### config.mk
export PLATFORM = sky130hd
export DESIGN_NAME = dbgbu_unit
export DESIGN_NICKNAME = d
export VERILOG_FILES = /design/src/dbgbu_pkg.sv /design/src/dbgbu_match_if.sv /design/src/dbgbu_matcher.sv /design/src/dbgbu_unit.sv
export SDC_FILE = /design/constraint.sdc
export NUM_CORES = 1
export LEC_CHECK = 0
export BUFFER_PORTS_ARGS = -buffer_cell sky130_fd_sc_hd__buf_2
export CAP_MARGIN = 25
export CORE_MARGIN = 3
export CORE_UTILIZATION = 57
export CTS_CLUSTER_DIAMETER = 50
export DETAILED_ROUTE_END_ITERATION = 7
export PLACE_DENSITY = 0.87
export SYNTH_ARGS = -nofsm -noshare
export SYNTH_HDL_FRONTEND = slang
export SYNTH_HIERARCHICAL = 1
export SYNTH_SLANG_ARGS = --single-unit
### constraint.sdc
create_clock -name sys_clk -period 6.2 [get_ports sys_clk]
set_input_delay 0.31 -clock sys_clk [delete_from_list [all_inputs] [get_ports sys_clk]]
set_output_delay 0.31 -clock sys_clk [all_outputs]
set_load 0.02 [all_outputs]
### src/dbgbu_pkg.sv
package dbgbu_pkg;

    // ************************************************************
    // Register numbers selected by the move instruction
    // ************************************************************
    localparam logic [2:0] DBGBU_SEL_ADDR0   = 3'h0;
    localparam logic [2:0] DBGBU_SEL_ADDR3   = 3'h3;
    localparam logic [2:0] DBGBU_SEL_STATUS  = 3'h6;
    localparam logic [2:0] DBGBU_SEL_CONTROL = 3'h7;

    // ************************************************************
    // Field positions
    // ************************************************************
    localparam int DBGBU_NUM_BP       = 4;
    localparam int DBGBU_CTL_ARM_LSB  = 0;   // Local at 2i, global at 2i+1
    localparam int DBGBU_CTL_GUARD    = 13;
    localparam int DBGBU_CTL_TYPE_LSB = 16;  // Type at 16+4i, length at 18+4i
    localparam int DBGBU_CTL_LEN_OFS  = 2;
    localparam int DBGBU_ST_HIT_LSB   = 0;
    localparam int DBGBU_ST_STEP      = 14;
    localparam int DBGBU_ST_TASK      = 15;

    // ************************************************************
    // Writable masks and reset values
    // ************************************************************
    localparam logic [31:0] DBGBU_CTL_MASK    = 32'hFFFF_20FF;
    localparam logic [31:0] DBGBU_ST_MASK     = 32'h0000_C00F;
    localparam logic [31:0] DBGBU_ADDR_RESET  = 32'h0000_0000;
    localparam logic [31:0] DBGBU_CTL_RESET   = 32'h0000_0000;
    localparam logic [31:0] DBGBU_ST_RESET    = 32'h0000_0000;

    // ************************************************************
    // Field encodings
    // ************************************************************
    localparam logic [1:0] DBGBU_TYPE_EXEC  = 2'h0;
    localparam logic [1:0] DBGBU_TYPE_WRITE = 2'h1;
    localparam logic [1:0] DBGBU_TYPE_RDWR  = 2'h3;
    localparam logic [1:0] DBGBU_LEN_1      = 2'h0;
    localparam logic [1:0] DBGBU_LEN_2      = 2'h1;
    localparam logic [1:0] DBGBU_LEN_4      = 2'h3;
    localparam logic [1:0] DBGBU_PRIV_TOP   = 2'h0;

    typedef enum logic [1:0] {
        DBGBU_MOV_DONE,
        DBGBU_MOV_PRIV,
        DBGBU_MOV_GUARD
    } dbgbu_mov_res_t;

endpackage : dbgbu_pkg

### src/dbgbu_match_if.sv
`timescale 1ns/1ns
`default_nettype none
interface dbgbu_match_if;
    logic [3:0][31:0] bp_addr;
    logic [3:0][1:0]  bp_type;
    logic [3:0][1:0]  bp_len;
    logic             fetch_valid;
    logic [31:0]      fetch_addr;
    logic             data_valid;
    logic             data_write;
    logic [31:0]      data_addr;
    logic [3:0]       code_hit;
    logic [3:0]       data_hit;

    modport unit (
        output bp_addr, bp_type, bp_len,
        output fetch_valid, fetch_addr, data_valid, data_write, data_addr,
        input  code_hit, data_hit
    );
    modport matcher (
        input  bp_addr, bp_type, bp_len,
        input  fetch_valid, fetch_addr, data_valid, data_write, data_addr,
        output code_hit, data_hit
    );
endinterface : dbgbu_match_if
`default_nettype wire

### src/dbgbu_matcher.sv
`timescale 1ns/1ns
`default_nettype none
module dbgbu_matcher
    import dbgbu_pkg::*;
(
    // Breakpoint settings and access stream
    dbgbu_match_if.matcher mif
);

    // ************************************************************
    // Per-breakpoint comparators
    // ************************************************************
    genvar gi;
    generate
        for (gi = 0; gi < DBGBU_NUM_BP; gi = gi + 1) begin : g_bp
            wire logic [31:0] len_mask;
            wire logic        len_ok;
            wire logic        fetch_eq;
            wire logic        data_eq;
            wire logic        type_data;

            // Low bits covered by the length are ignored [RL16] [RL4]
            assign len_mask  = (mif.bp_len[gi] == DBGBU_LEN_4) ? 32'hFFFF_FFFC :
                               (mif.bp_len[gi] == DBGBU_LEN_2) ? 32'hFFFF_FFFE : 32'hFFFF_FFFF;
            // Unused length code never matches
            assign len_ok    = (mif.bp_len[gi] != 2'h2);
            assign fetch_eq  = ((mif.fetch_addr ^ mif.bp_addr[gi]) & len_mask) == 32'h0000_0000;
            assign data_eq   = ((mif.data_addr ^ mif.bp_addr[gi]) & len_mask) == 32'h0000_0000;
            // Type selects execute, write only, or read or write [RL3]
            assign type_data = (mif.bp_type[gi] == DBGBU_TYPE_RDWR) ||
                               ((mif.bp_type[gi] == DBGBU_TYPE_WRITE) && mif.data_write);
            assign mif.code_hit[gi] = mif.fetch_valid && fetch_eq && len_ok &&
                                      (mif.bp_type[gi] == DBGBU_TYPE_EXEC);
            assign mif.data_hit[gi] = mif.data_valid && data_eq && len_ok && type_data;
        end
    endgenerate

endmodule : dbgbu_matcher
`default_nettype wire

### src/dbgbu_unit.sv
`timescale 1ns/1ns
`default_nettype none
// Summary of operation
// [RL1] Four address registers, each qualified by its own type, length and arm bits.
// [RL2] Enabled breakpoint whose type and address match an access raises a debug exception.
// [RL3] Type 00 execute, 01 data write, 11 data read or write; 10 unused.
// [RL4] Length 00 one byte, 01 two bytes, 11 four bytes; 10 unused.
// [RL5] Debug register moves are honoured only at privilege level zero.
// [RL6] Execute breakpoints trap before the matching instruction executes.
// [RL7] Status is never cleared by hardware; software clears it.
// [RL8] At an exception every matching breakpoint sets its hit flag, armed or not.
// [RL9] Task switch into a task with its trap bit set sets the task flag.
// [RL10] Exception caused by single stepping sets the single-step flag.
// [RL11] Global arm bit covers all tasks and survives task switches.
// [RL12] Local arm bit covers the current task and clears on every task switch.
// [RL13] Guard bit blocks debug register access and clears on every debug exception.
// [RL14] With the trap-step flag set, each executed instruction raises an exception.
// [RL15] Breakpoint trap instruction enters the debug path as a code breakpoint; here it raises dbg_exc without dbg_exc_fault.
// [RL16] Comparison ignores low address bits covered by the selected length.
module dbgbu_unit
    import dbgbu_pkg::*;
(
    // Clock and reset
    input  wire logic        sys_clk,
    input  wire logic        reset,

    // Debug register move port
    input  wire logic        mov_valid,
    input  wire logic        mov_write,
    input  wire logic [2:0]  mov_sel,
    input  wire logic [31:0] mov_wdata,
    input  wire logic [1:0]  cur_priv,
    output logic             mov_done,
    output logic             mov_priv_fault,
    output logic             mov_guard_trap,
    output logic [31:0]      mov_rdata,

    // Instruction fetch stream
    input  wire logic        fetch_valid,
    input  wire logic [31:0] fetch_addr,

    // Data access stream
    input  wire logic        data_valid,
    input  wire logic        data_write,
    input  wire logic [31:0] data_addr,

    // Retirement and task events
    input  wire logic        retire_valid,
    input  wire logic        trap_step_flag,
    input  wire logic        brk_insn_exec,
    input  wire logic        task_switch,
    input  wire logic        task_trap_bit,

    // Debug exception request, status and control registers
    output logic             dbg_exc,
    output logic             dbg_exc_fault,
    output logic [31:0]      debug_status_reg,
    output logic [31:0]      debug_control_reg
);

    // ************************************************************
    // Register state
    // ************************************************************
    logic [3:0][31:0] breakpoint_address_regs_q;
    logic [31:0]      status_q;
    logic [31:0]      status_d;
    logic [31:0]      control_q;
    logic [31:0]      control_d;
    logic             dbg_exc_q;
    logic             dbg_exc_fault_q;
    logic             mov_done_q;
    logic             mov_priv_q;
    logic             mov_guard_q;
    logic [31:0]      mov_rdata_q;
    logic [31:0]      mov_rdata_d;
    dbgbu_mov_res_t   mov_res;

    // ************************************************************
    // Field extraction
    // ************************************************************
    wire logic [3:0]  local_arm_bit;
    wire logic [3:0]  global_arm_bit;
    wire logic [3:0]  bp_armed;
    wire logic        debug_access_guard;

    dbgbu_match_if mif ();

    genvar gi;
    generate
        for (gi = 0; gi < DBGBU_NUM_BP; gi = gi + 1) begin : g_fld
            // Each breakpoint has its own type, length and arm bits [RL1]
            assign local_arm_bit[gi]  = control_q[DBGBU_CTL_ARM_LSB + 2 * gi];
            assign global_arm_bit[gi] = control_q[DBGBU_CTL_ARM_LSB + 2 * gi + 1];
            assign mif.bp_type[gi]    = control_q[DBGBU_CTL_TYPE_LSB + 4 * gi +: 2];
            assign mif.bp_len[gi]     = control_q[DBGBU_CTL_TYPE_LSB + 4 * gi + DBGBU_CTL_LEN_OFS +: 2];
            // Either arm bit enables the breakpoint [RL11] [RL12]
            assign bp_armed[gi]       = local_arm_bit[gi] | global_arm_bit[gi];
        end
    endgenerate

    assign debug_access_guard = control_q[DBGBU_CTL_GUARD];
    assign mif.bp_addr        = breakpoint_address_regs_q;
    assign mif.fetch_valid    = fetch_valid;
    assign mif.fetch_addr     = fetch_addr;
    assign mif.data_valid     = data_valid;
    assign mif.data_write     = data_write;
    assign mif.data_addr      = data_addr;

    // ************************************************************
    // Address comparators
    // ************************************************************
    dbgbu_matcher u_matcher (
        .mif (mif.matcher)
    );

    // ************************************************************
    // Exception causes
    // ************************************************************
    wire logic        code_exc;
    wire logic        data_exc;
    wire logic        step_exc;
    wire logic        task_exc;
    wire logic        guard_exc;
    wire logic        any_exc;
    wire logic [3:0]  cond_hit;

    // Execute match traps at fetch, before the instruction runs [RL6] [RL2]
    assign code_exc  = |(mif.code_hit & bp_armed);
    // Data match traps after the access [RL2]
    assign data_exc  = |(mif.data_hit & bp_armed);
    // Single step traps after every retired instruction [RL14]
    assign step_exc  = retire_valid && trap_step_flag;
    assign task_exc  = task_switch && task_trap_bit;
    // Conditions recorded whether armed or not [RL8]
    assign cond_hit  = mif.code_hit | mif.data_hit;

    // ************************************************************
    // Move port decode
    // ************************************************************
    wire logic        mov_sel_addr;
    wire logic        mov_sel_status;
    wire logic        mov_sel_ctl;
    wire logic        mov_priv_ok;
    wire logic        mov_take;
    wire logic        wr_addr;
    wire logic        wr_status;
    wire logic        wr_ctl;
    wire logic [1:0]  mov_idx;

    // Only the most privileged level may touch these registers [RL5]
    assign mov_priv_ok    = (cur_priv == DBGBU_PRIV_TOP);
    // Guard set turns an otherwise legal access into a debug trap [RL13]
    assign guard_exc      = mov_valid && mov_priv_ok && debug_access_guard;
    assign mov_take       = mov_valid && mov_priv_ok && !debug_access_guard;
    assign mov_sel_addr   = (mov_sel <= DBGBU_SEL_ADDR3);
    assign mov_sel_status = (mov_sel == DBGBU_SEL_STATUS);
    assign mov_sel_ctl    = (mov_sel == DBGBU_SEL_CONTROL);
    assign mov_idx        = mov_sel[1:0];
    assign wr_addr        = mov_take && mov_write && mov_sel_addr;
    assign wr_status      = mov_take && mov_write && mov_sel_status;
    assign wr_ctl         = mov_take && mov_write && mov_sel_ctl;

    // Trap instruction joins the other causes, but without the fault flag that a code breakpoint raises [RL15]
    assign any_exc = code_exc || data_exc || step_exc || task_exc || guard_exc || brk_insn_exec;

    assign mov_res = !mov_priv_ok ? DBGBU_MOV_PRIV :
                     debug_access_guard ? DBGBU_MOV_GUARD : DBGBU_MOV_DONE;

    // Read data; unmapped numbers read as zero
    assign mov_rdata_d = mov_sel_addr   ? breakpoint_address_regs_q[mov_idx] :
                         mov_sel_status ? status_q :
                         mov_sel_ctl    ? control_q : 32'h0000_0000;

    // ************************************************************
    // Status next value
    // ************************************************************
    // Hardware only ever sets flags, so an event beats a software clear [RL7]
    always_comb begin
        status_d = status_q;
        if (wr_status) begin
            status_d = mov_wdata & DBGBU_ST_MASK;
        end
        if (any_exc) begin
            status_d[DBGBU_ST_HIT_LSB +: 4] = status_d[DBGBU_ST_HIT_LSB +: 4] | cond_hit; // [RL8]
        end
        if (step_exc) begin
            status_d[DBGBU_ST_STEP] = 1'b1; // [RL10]
        end
        if (task_exc) begin
            status_d[DBGBU_ST_TASK] = 1'b1; // [RL9]
        end
    end

    // ************************************************************
    // Control next value
    // ************************************************************
    // Exception and task switch act after a software write in the same cycle
    always_comb begin
        control_d = control_q;
        if (wr_ctl) begin
            control_d = mov_wdata & DBGBU_CTL_MASK;
        end
        if (task_switch) begin
            for (int i = 0; i < DBGBU_NUM_BP; i++) begin
                control_d[DBGBU_CTL_ARM_LSB + 2 * i] = 1'b0; // [RL12]
                // Global arm bits are left as they are [RL11]
            end
        end
        if (any_exc) begin
            control_d[DBGBU_CTL_GUARD] = 1'b0; // [RL13]
        end
    end

    // ************************************************************
    // Address registers
    // ************************************************************
    always_ff @(posedge sys_clk or posedge reset) begin
        if (reset) begin
            breakpoint_address_regs_q <= {DBGBU_NUM_BP{DBGBU_ADDR_RESET}};
        end else if (wr_addr) begin
            breakpoint_address_regs_q[mov_idx] <= mov_wdata; // [RL1]
        end
    end

    // ************************************************************
    // Status and control registers
    // ************************************************************
    always_ff @(posedge sys_clk or posedge reset) begin
        if (reset) begin
            status_q  <= DBGBU_ST_RESET;
            control_q <= DBGBU_CTL_RESET;
        end else begin
            status_q  <= status_d;
            control_q <= control_d;
        end
    end

    // ************************************************************
    // Exception request
    // ************************************************************
    // Registered so the pipeline sees one clean pulse per event [RL2]
    always_ff @(posedge sys_clk or posedge reset) begin
        if (reset) begin
            dbg_exc_q       <= 1'b0;
            dbg_exc_fault_q <= 1'b0;
        end else begin
            dbg_exc_q       <= any_exc;
            dbg_exc_fault_q <= code_exc || guard_exc; // [RL6]
        end
    end

    // ************************************************************
    // Move answer
    // ************************************************************
    // Exactly one answer pulse per request, one cycle later
    always_ff @(posedge sys_clk or posedge reset) begin
        if (reset) begin
            mov_done_q  <= 1'b0;
            mov_priv_q  <= 1'b0;
            mov_guard_q <= 1'b0;
            mov_rdata_q <= 32'h0000_0000;
        end else begin
            mov_done_q  <= mov_valid && (mov_res == DBGBU_MOV_DONE);
            mov_priv_q  <= mov_valid && (mov_res == DBGBU_MOV_PRIV); // [RL5]
            mov_guard_q <= mov_valid && (mov_res == DBGBU_MOV_GUARD); // [RL13]
            if (mov_take && !mov_write) begin
                mov_rdata_q <= mov_rdata_d;
            end
        end
    end

    // ************************************************************
    // Outputs
    // ************************************************************
    assign mov_done          = mov_done_q;
    assign mov_priv_fault    = mov_priv_q;
    assign mov_guard_trap    = mov_guard_q;
    assign mov_rdata         = mov_rdata_q;
    assign dbg_exc           = dbg_exc_q;
    assign dbg_exc_fault     = dbg_exc_fault_q;
    assign debug_status_reg  = status_q;
    assign debug_control_reg = control_q;

endmodule : dbgbu_unit
`default_nettype wire

==> metrics.md <==
| Metric | Value |
|---|---|
| Fraction of registers with async set/reset | between 90% and 100% |
| Syn. warnings | 6 |
| Area Overhead vs Synth | 14.1% |
| Core area | 19800 µm² |
| Peak Freq | approximately 0.33 GHz |
| Global-route wire length before repair | 57000 µm |
| Vias in the first global route | 8801 |
| ANT nets after route | 0 |
| Port Buf Inserts | between 150 and 200 |
| Critical path startpoint category | input pin |
| Die ar. | roughly 22000 µm² |
| Clock skew | 0.00912 ns |
| Setup bufs post-CTS | 0 |
| R2R cell count | 9 |
| Critical path class | in -> reg |
| Root buf cell | clkbuf_16 |
| Fillcell total | roughly 1500 |
| Largest family of logic cells by synthesized area | multiplexers |
| Slowest stage delay, CP | approximately 0.9 ns |
| DR DRC count | 0 |
| Syn Area/Cell | 12.0 µm² |
| Clk sinks | about 200 |
| Final TNS setup | 0 ns |
| Reg clk slew, reported paths | around 0.080 ns |
| GRT overflow | 0 |
| Routability Congestion | between 1 and 1.5 |
| Via density | 6.46 |
| IO Count | ~210 |
| CTS buffer count | 17 |
| Clock buffer depth | 2 |
| Worst EP arrival | around 3.4 ns |
| 1st-iter DRT viols | 1263 |
| RSZ-0062 raised after global routing | no |
| Die width | 149 µm |
| Antenna Cells | 0 |
| CTS tree | done |
| Number of flops mapped to enable cells by yosys | 0 |
| Tcrit/Tclk final | between 40% and 50% |
| Combinational share of power | between 20 and 25% |
| Starting Density | 58.8% |
| Adder-cell share of the synthesized area | 0% |
| Worst-Margin Slew | 0.961 ns |
| Max reg flops | around 130 |
| Cell Area, Placed | between 10000 and 15000 µm² |
| Final setup fails | 0 |
| Pwr Density | around 280 nW/µm² |
| Status | completed |
| Share of layout cells above drive strength 1 | 35.7% |
| Simple-Gate Fraction of Synth Area | roughly 8.1% |
| Slowest cell on the critical path | and3_1 |
| Setup crit end kind | flop |
| Hold Buf Count CTS | 0 |
| Net Sw Power | ~1.3 mW |
| Crit path required time | 6.52 ns |
| Slew Limit Fails | 0 |
| Final min period | 3.07 ns |
| Sw Share | about a third |
| Final hold violation count | 0 |
| Skew-Pair Late Insertion Delay | 0.44 ns |
| Lkg Pwr | around 6.4 nW |
| Num rows | 51 |
| Routed WL | about 38000 µm |
| Cell Chain, Critical Path | buf_2, buf_4, and3_1, nand3_2, mux2_2 |
| Dpl hpwl | around 29000 µm |
| Sequential share of power | between 40% and 50% |
| Post-cts sizing count | 0 |
| Post-Synth XOR/XNOR Area | roughly 19% |
| P_int | 2.48 mW |
| Pre-antenna DRT Iters | 6 |
| Crit path max fanout | 42 |
| Die H | between 100 and 150 µm |
| Final Cell Area | 13300 µm² |
| Mux contribution to synthesized area | a little over a fifth |
| Vias | roughly 9000 |
| Hold Path Class | in -> async |
| Max Cap Violations | 0 |
| Sequential element share of the synthesized area | about 42% |
| Largest net degree at the start of global routing | approximately 130 |
| Cells after synthesis | approximately 970 |
| Max-slew headroom | between 30 and 40% |
| Initial antenna violation count | 0 |
| Clock share of power | about a third |
| Yosys reg bits | between 150 and 200 |
| Mapped Area | 11600 µm² |
| Htree depth | 4 |
| Synth Flop Type | dfrtp_1 |
| Fin nets | around 1300 |
| Post-synthesis compound-gate area fraction | between 4 and 5% |
| Synth unique cells | between 40 and 50 |
| Post-detailed-route wirelength per cell | roughly 27 µm |
| Peak VDD IR | between 0.2 and 0.25 mV |
| Gr usage total | between 30% and 40% |
| Tot Pwr | 3.74 mW |
[cells in the mapped netlist (2+ instances only)]
cell / n / share of area (%)
o211ai_1: 3 / 0.19
mux2_2: 148 / 14
nor3_1: 7 / 0.30
nor4_1: 49 / 2.6
o21ai_0: 35 / 1.5
buf_4: 39 / 2.5
nor2b_1: 7 / 0.38
mux2_1: 3 / 0.29
inv_1: 7 / 0.23
and3_1: 2 / 0.11
clkbuf_1: 17 / 0.55
nor3b_4: 2 / 0.32
buf_2: 5 / 0.22
a22oi_1: 22 / 1.4
nor4_2: 3 / 0.32
mux4_2: 32 / 6.2
xor2_1: 181 / 14
a21oi_1: 5 / 0.22
o22ai_1: 2 / 0.11
buf_6: 3 / 0.29
nor2_1: 12 / 0.39
nand4_1: 27 / 1.5
a221oi_1: 4 / 0.30
buf_1: 4 / 0.13
mux2i_1: 10 / 0.86
xnor2_1: 74 / 5.6
dfrtp_1: 196 / 42
o2111ai_1: 6 / 0.45
a22o_1: 6 / 0.45
nand2_1: 42 / 1.4
[through the flow]
stage	std cells	setup WS (ns)	hold WS, ns	util, %
4_1_cts	1416	3.16	0.0804	66.9
3_5_place_dp	1384	2.71	0.465	63.8
6_report	1418	3.13	0.0553	67.1
2_1_floorplan	1001	0.549	0.376	-
5_1_grt	1418	2.92	0.0788	67.1
3_3_place_gp	1384	2.88	0.457	63.8
[power groups by stage]
stage / Clock, mW / Combinational [mW] / Sequential (mW)
finish: 1.18 / 0.904 / 1.66
global route: 1.24 / 0.944 / 1.68
CTS: 1.18 / 0.877 / 1.66
detailed placement: 0 / 0.868 / 1.68
global placement: 0 / 0.855 / 1.67
floorplan: 0 / 0.514 / 1.67
[cell usage in the layout, fill, tap and decap left out, types with 27 or more instances in the layout]
master   netlist  routed
dfrtp_1      196     196
o21ai_0       35      35
mux4_2        32      32
xor2_1       181     181
mux2_2       148     148
conb_1         1      33
nand4_1       27      27
nor4_1        49      49
buf_2          5     180
xnor2_1       74      74
nand2_1       42      42
[metal layers]
layer	up-vias	global-route usage, %	share of wire (%)
met4	0	8.38	2.7
met1	4636	49.9	38
met3	99	6.87	12
met2	652	55.8	47
met5	-	0	0
li1	3767	-	-
[area by class of cell]
type                    count  area (µm²)  area share [%]
clock inverters            13         170            1.28
inverters                   9        41.3           0.311
multi-input cells         728        6390            48.2
well taps                 265         332            2.50
flip-flops and latches    196        4900            37.0
clock buffers              19         443            3.34
repair buffers            188         986            7.43
[final timing paths]
path,endpoint,slack [ns],startpoint
setup reg to reg,debug_status_reg[1]$_DFF_PP0_,3.22,breakpoint_address_regs_q[73]$_DFFE_PP0P_
min in group sys_clk,mov_done$_DFF_PP0_,0.10,cur_priv[0]
setup / recovery,debug_control_reg[24]$_DFFE_PP0N_,3.13,mov_sel[0]
hold / removal,mov_guard_trap$_DFF_PP0_,0.06,reset
max in group asynchronous,breakpoint_address_regs_q[89]$_DFFE_PP0P_,4.71,reset
hold reg to reg,mov_rdata[21]$_DFFE_PP0P_,0.47,mov_rdata[21]$_DFFE_PP0P_
[cells by family (layout without fill, tap and decap cells)]
logic type             after synthesis  after routing
multiplexers                       193            193
AND/OR/NAND/NOR                    162            162
buffers and inverters               77            229
flip-flops                         196            196
AO/OA/AOI/OAI                       85             85
XOR/XNOR                           255            255
other                                1             33
[worst max-delay path, delay by kind of cell]
family,cells,cell delay [ns]
buf+inv,2,0.70
mux,1,0.55
simple gates,2,1.76
Power figures use the tool's default switching activity.
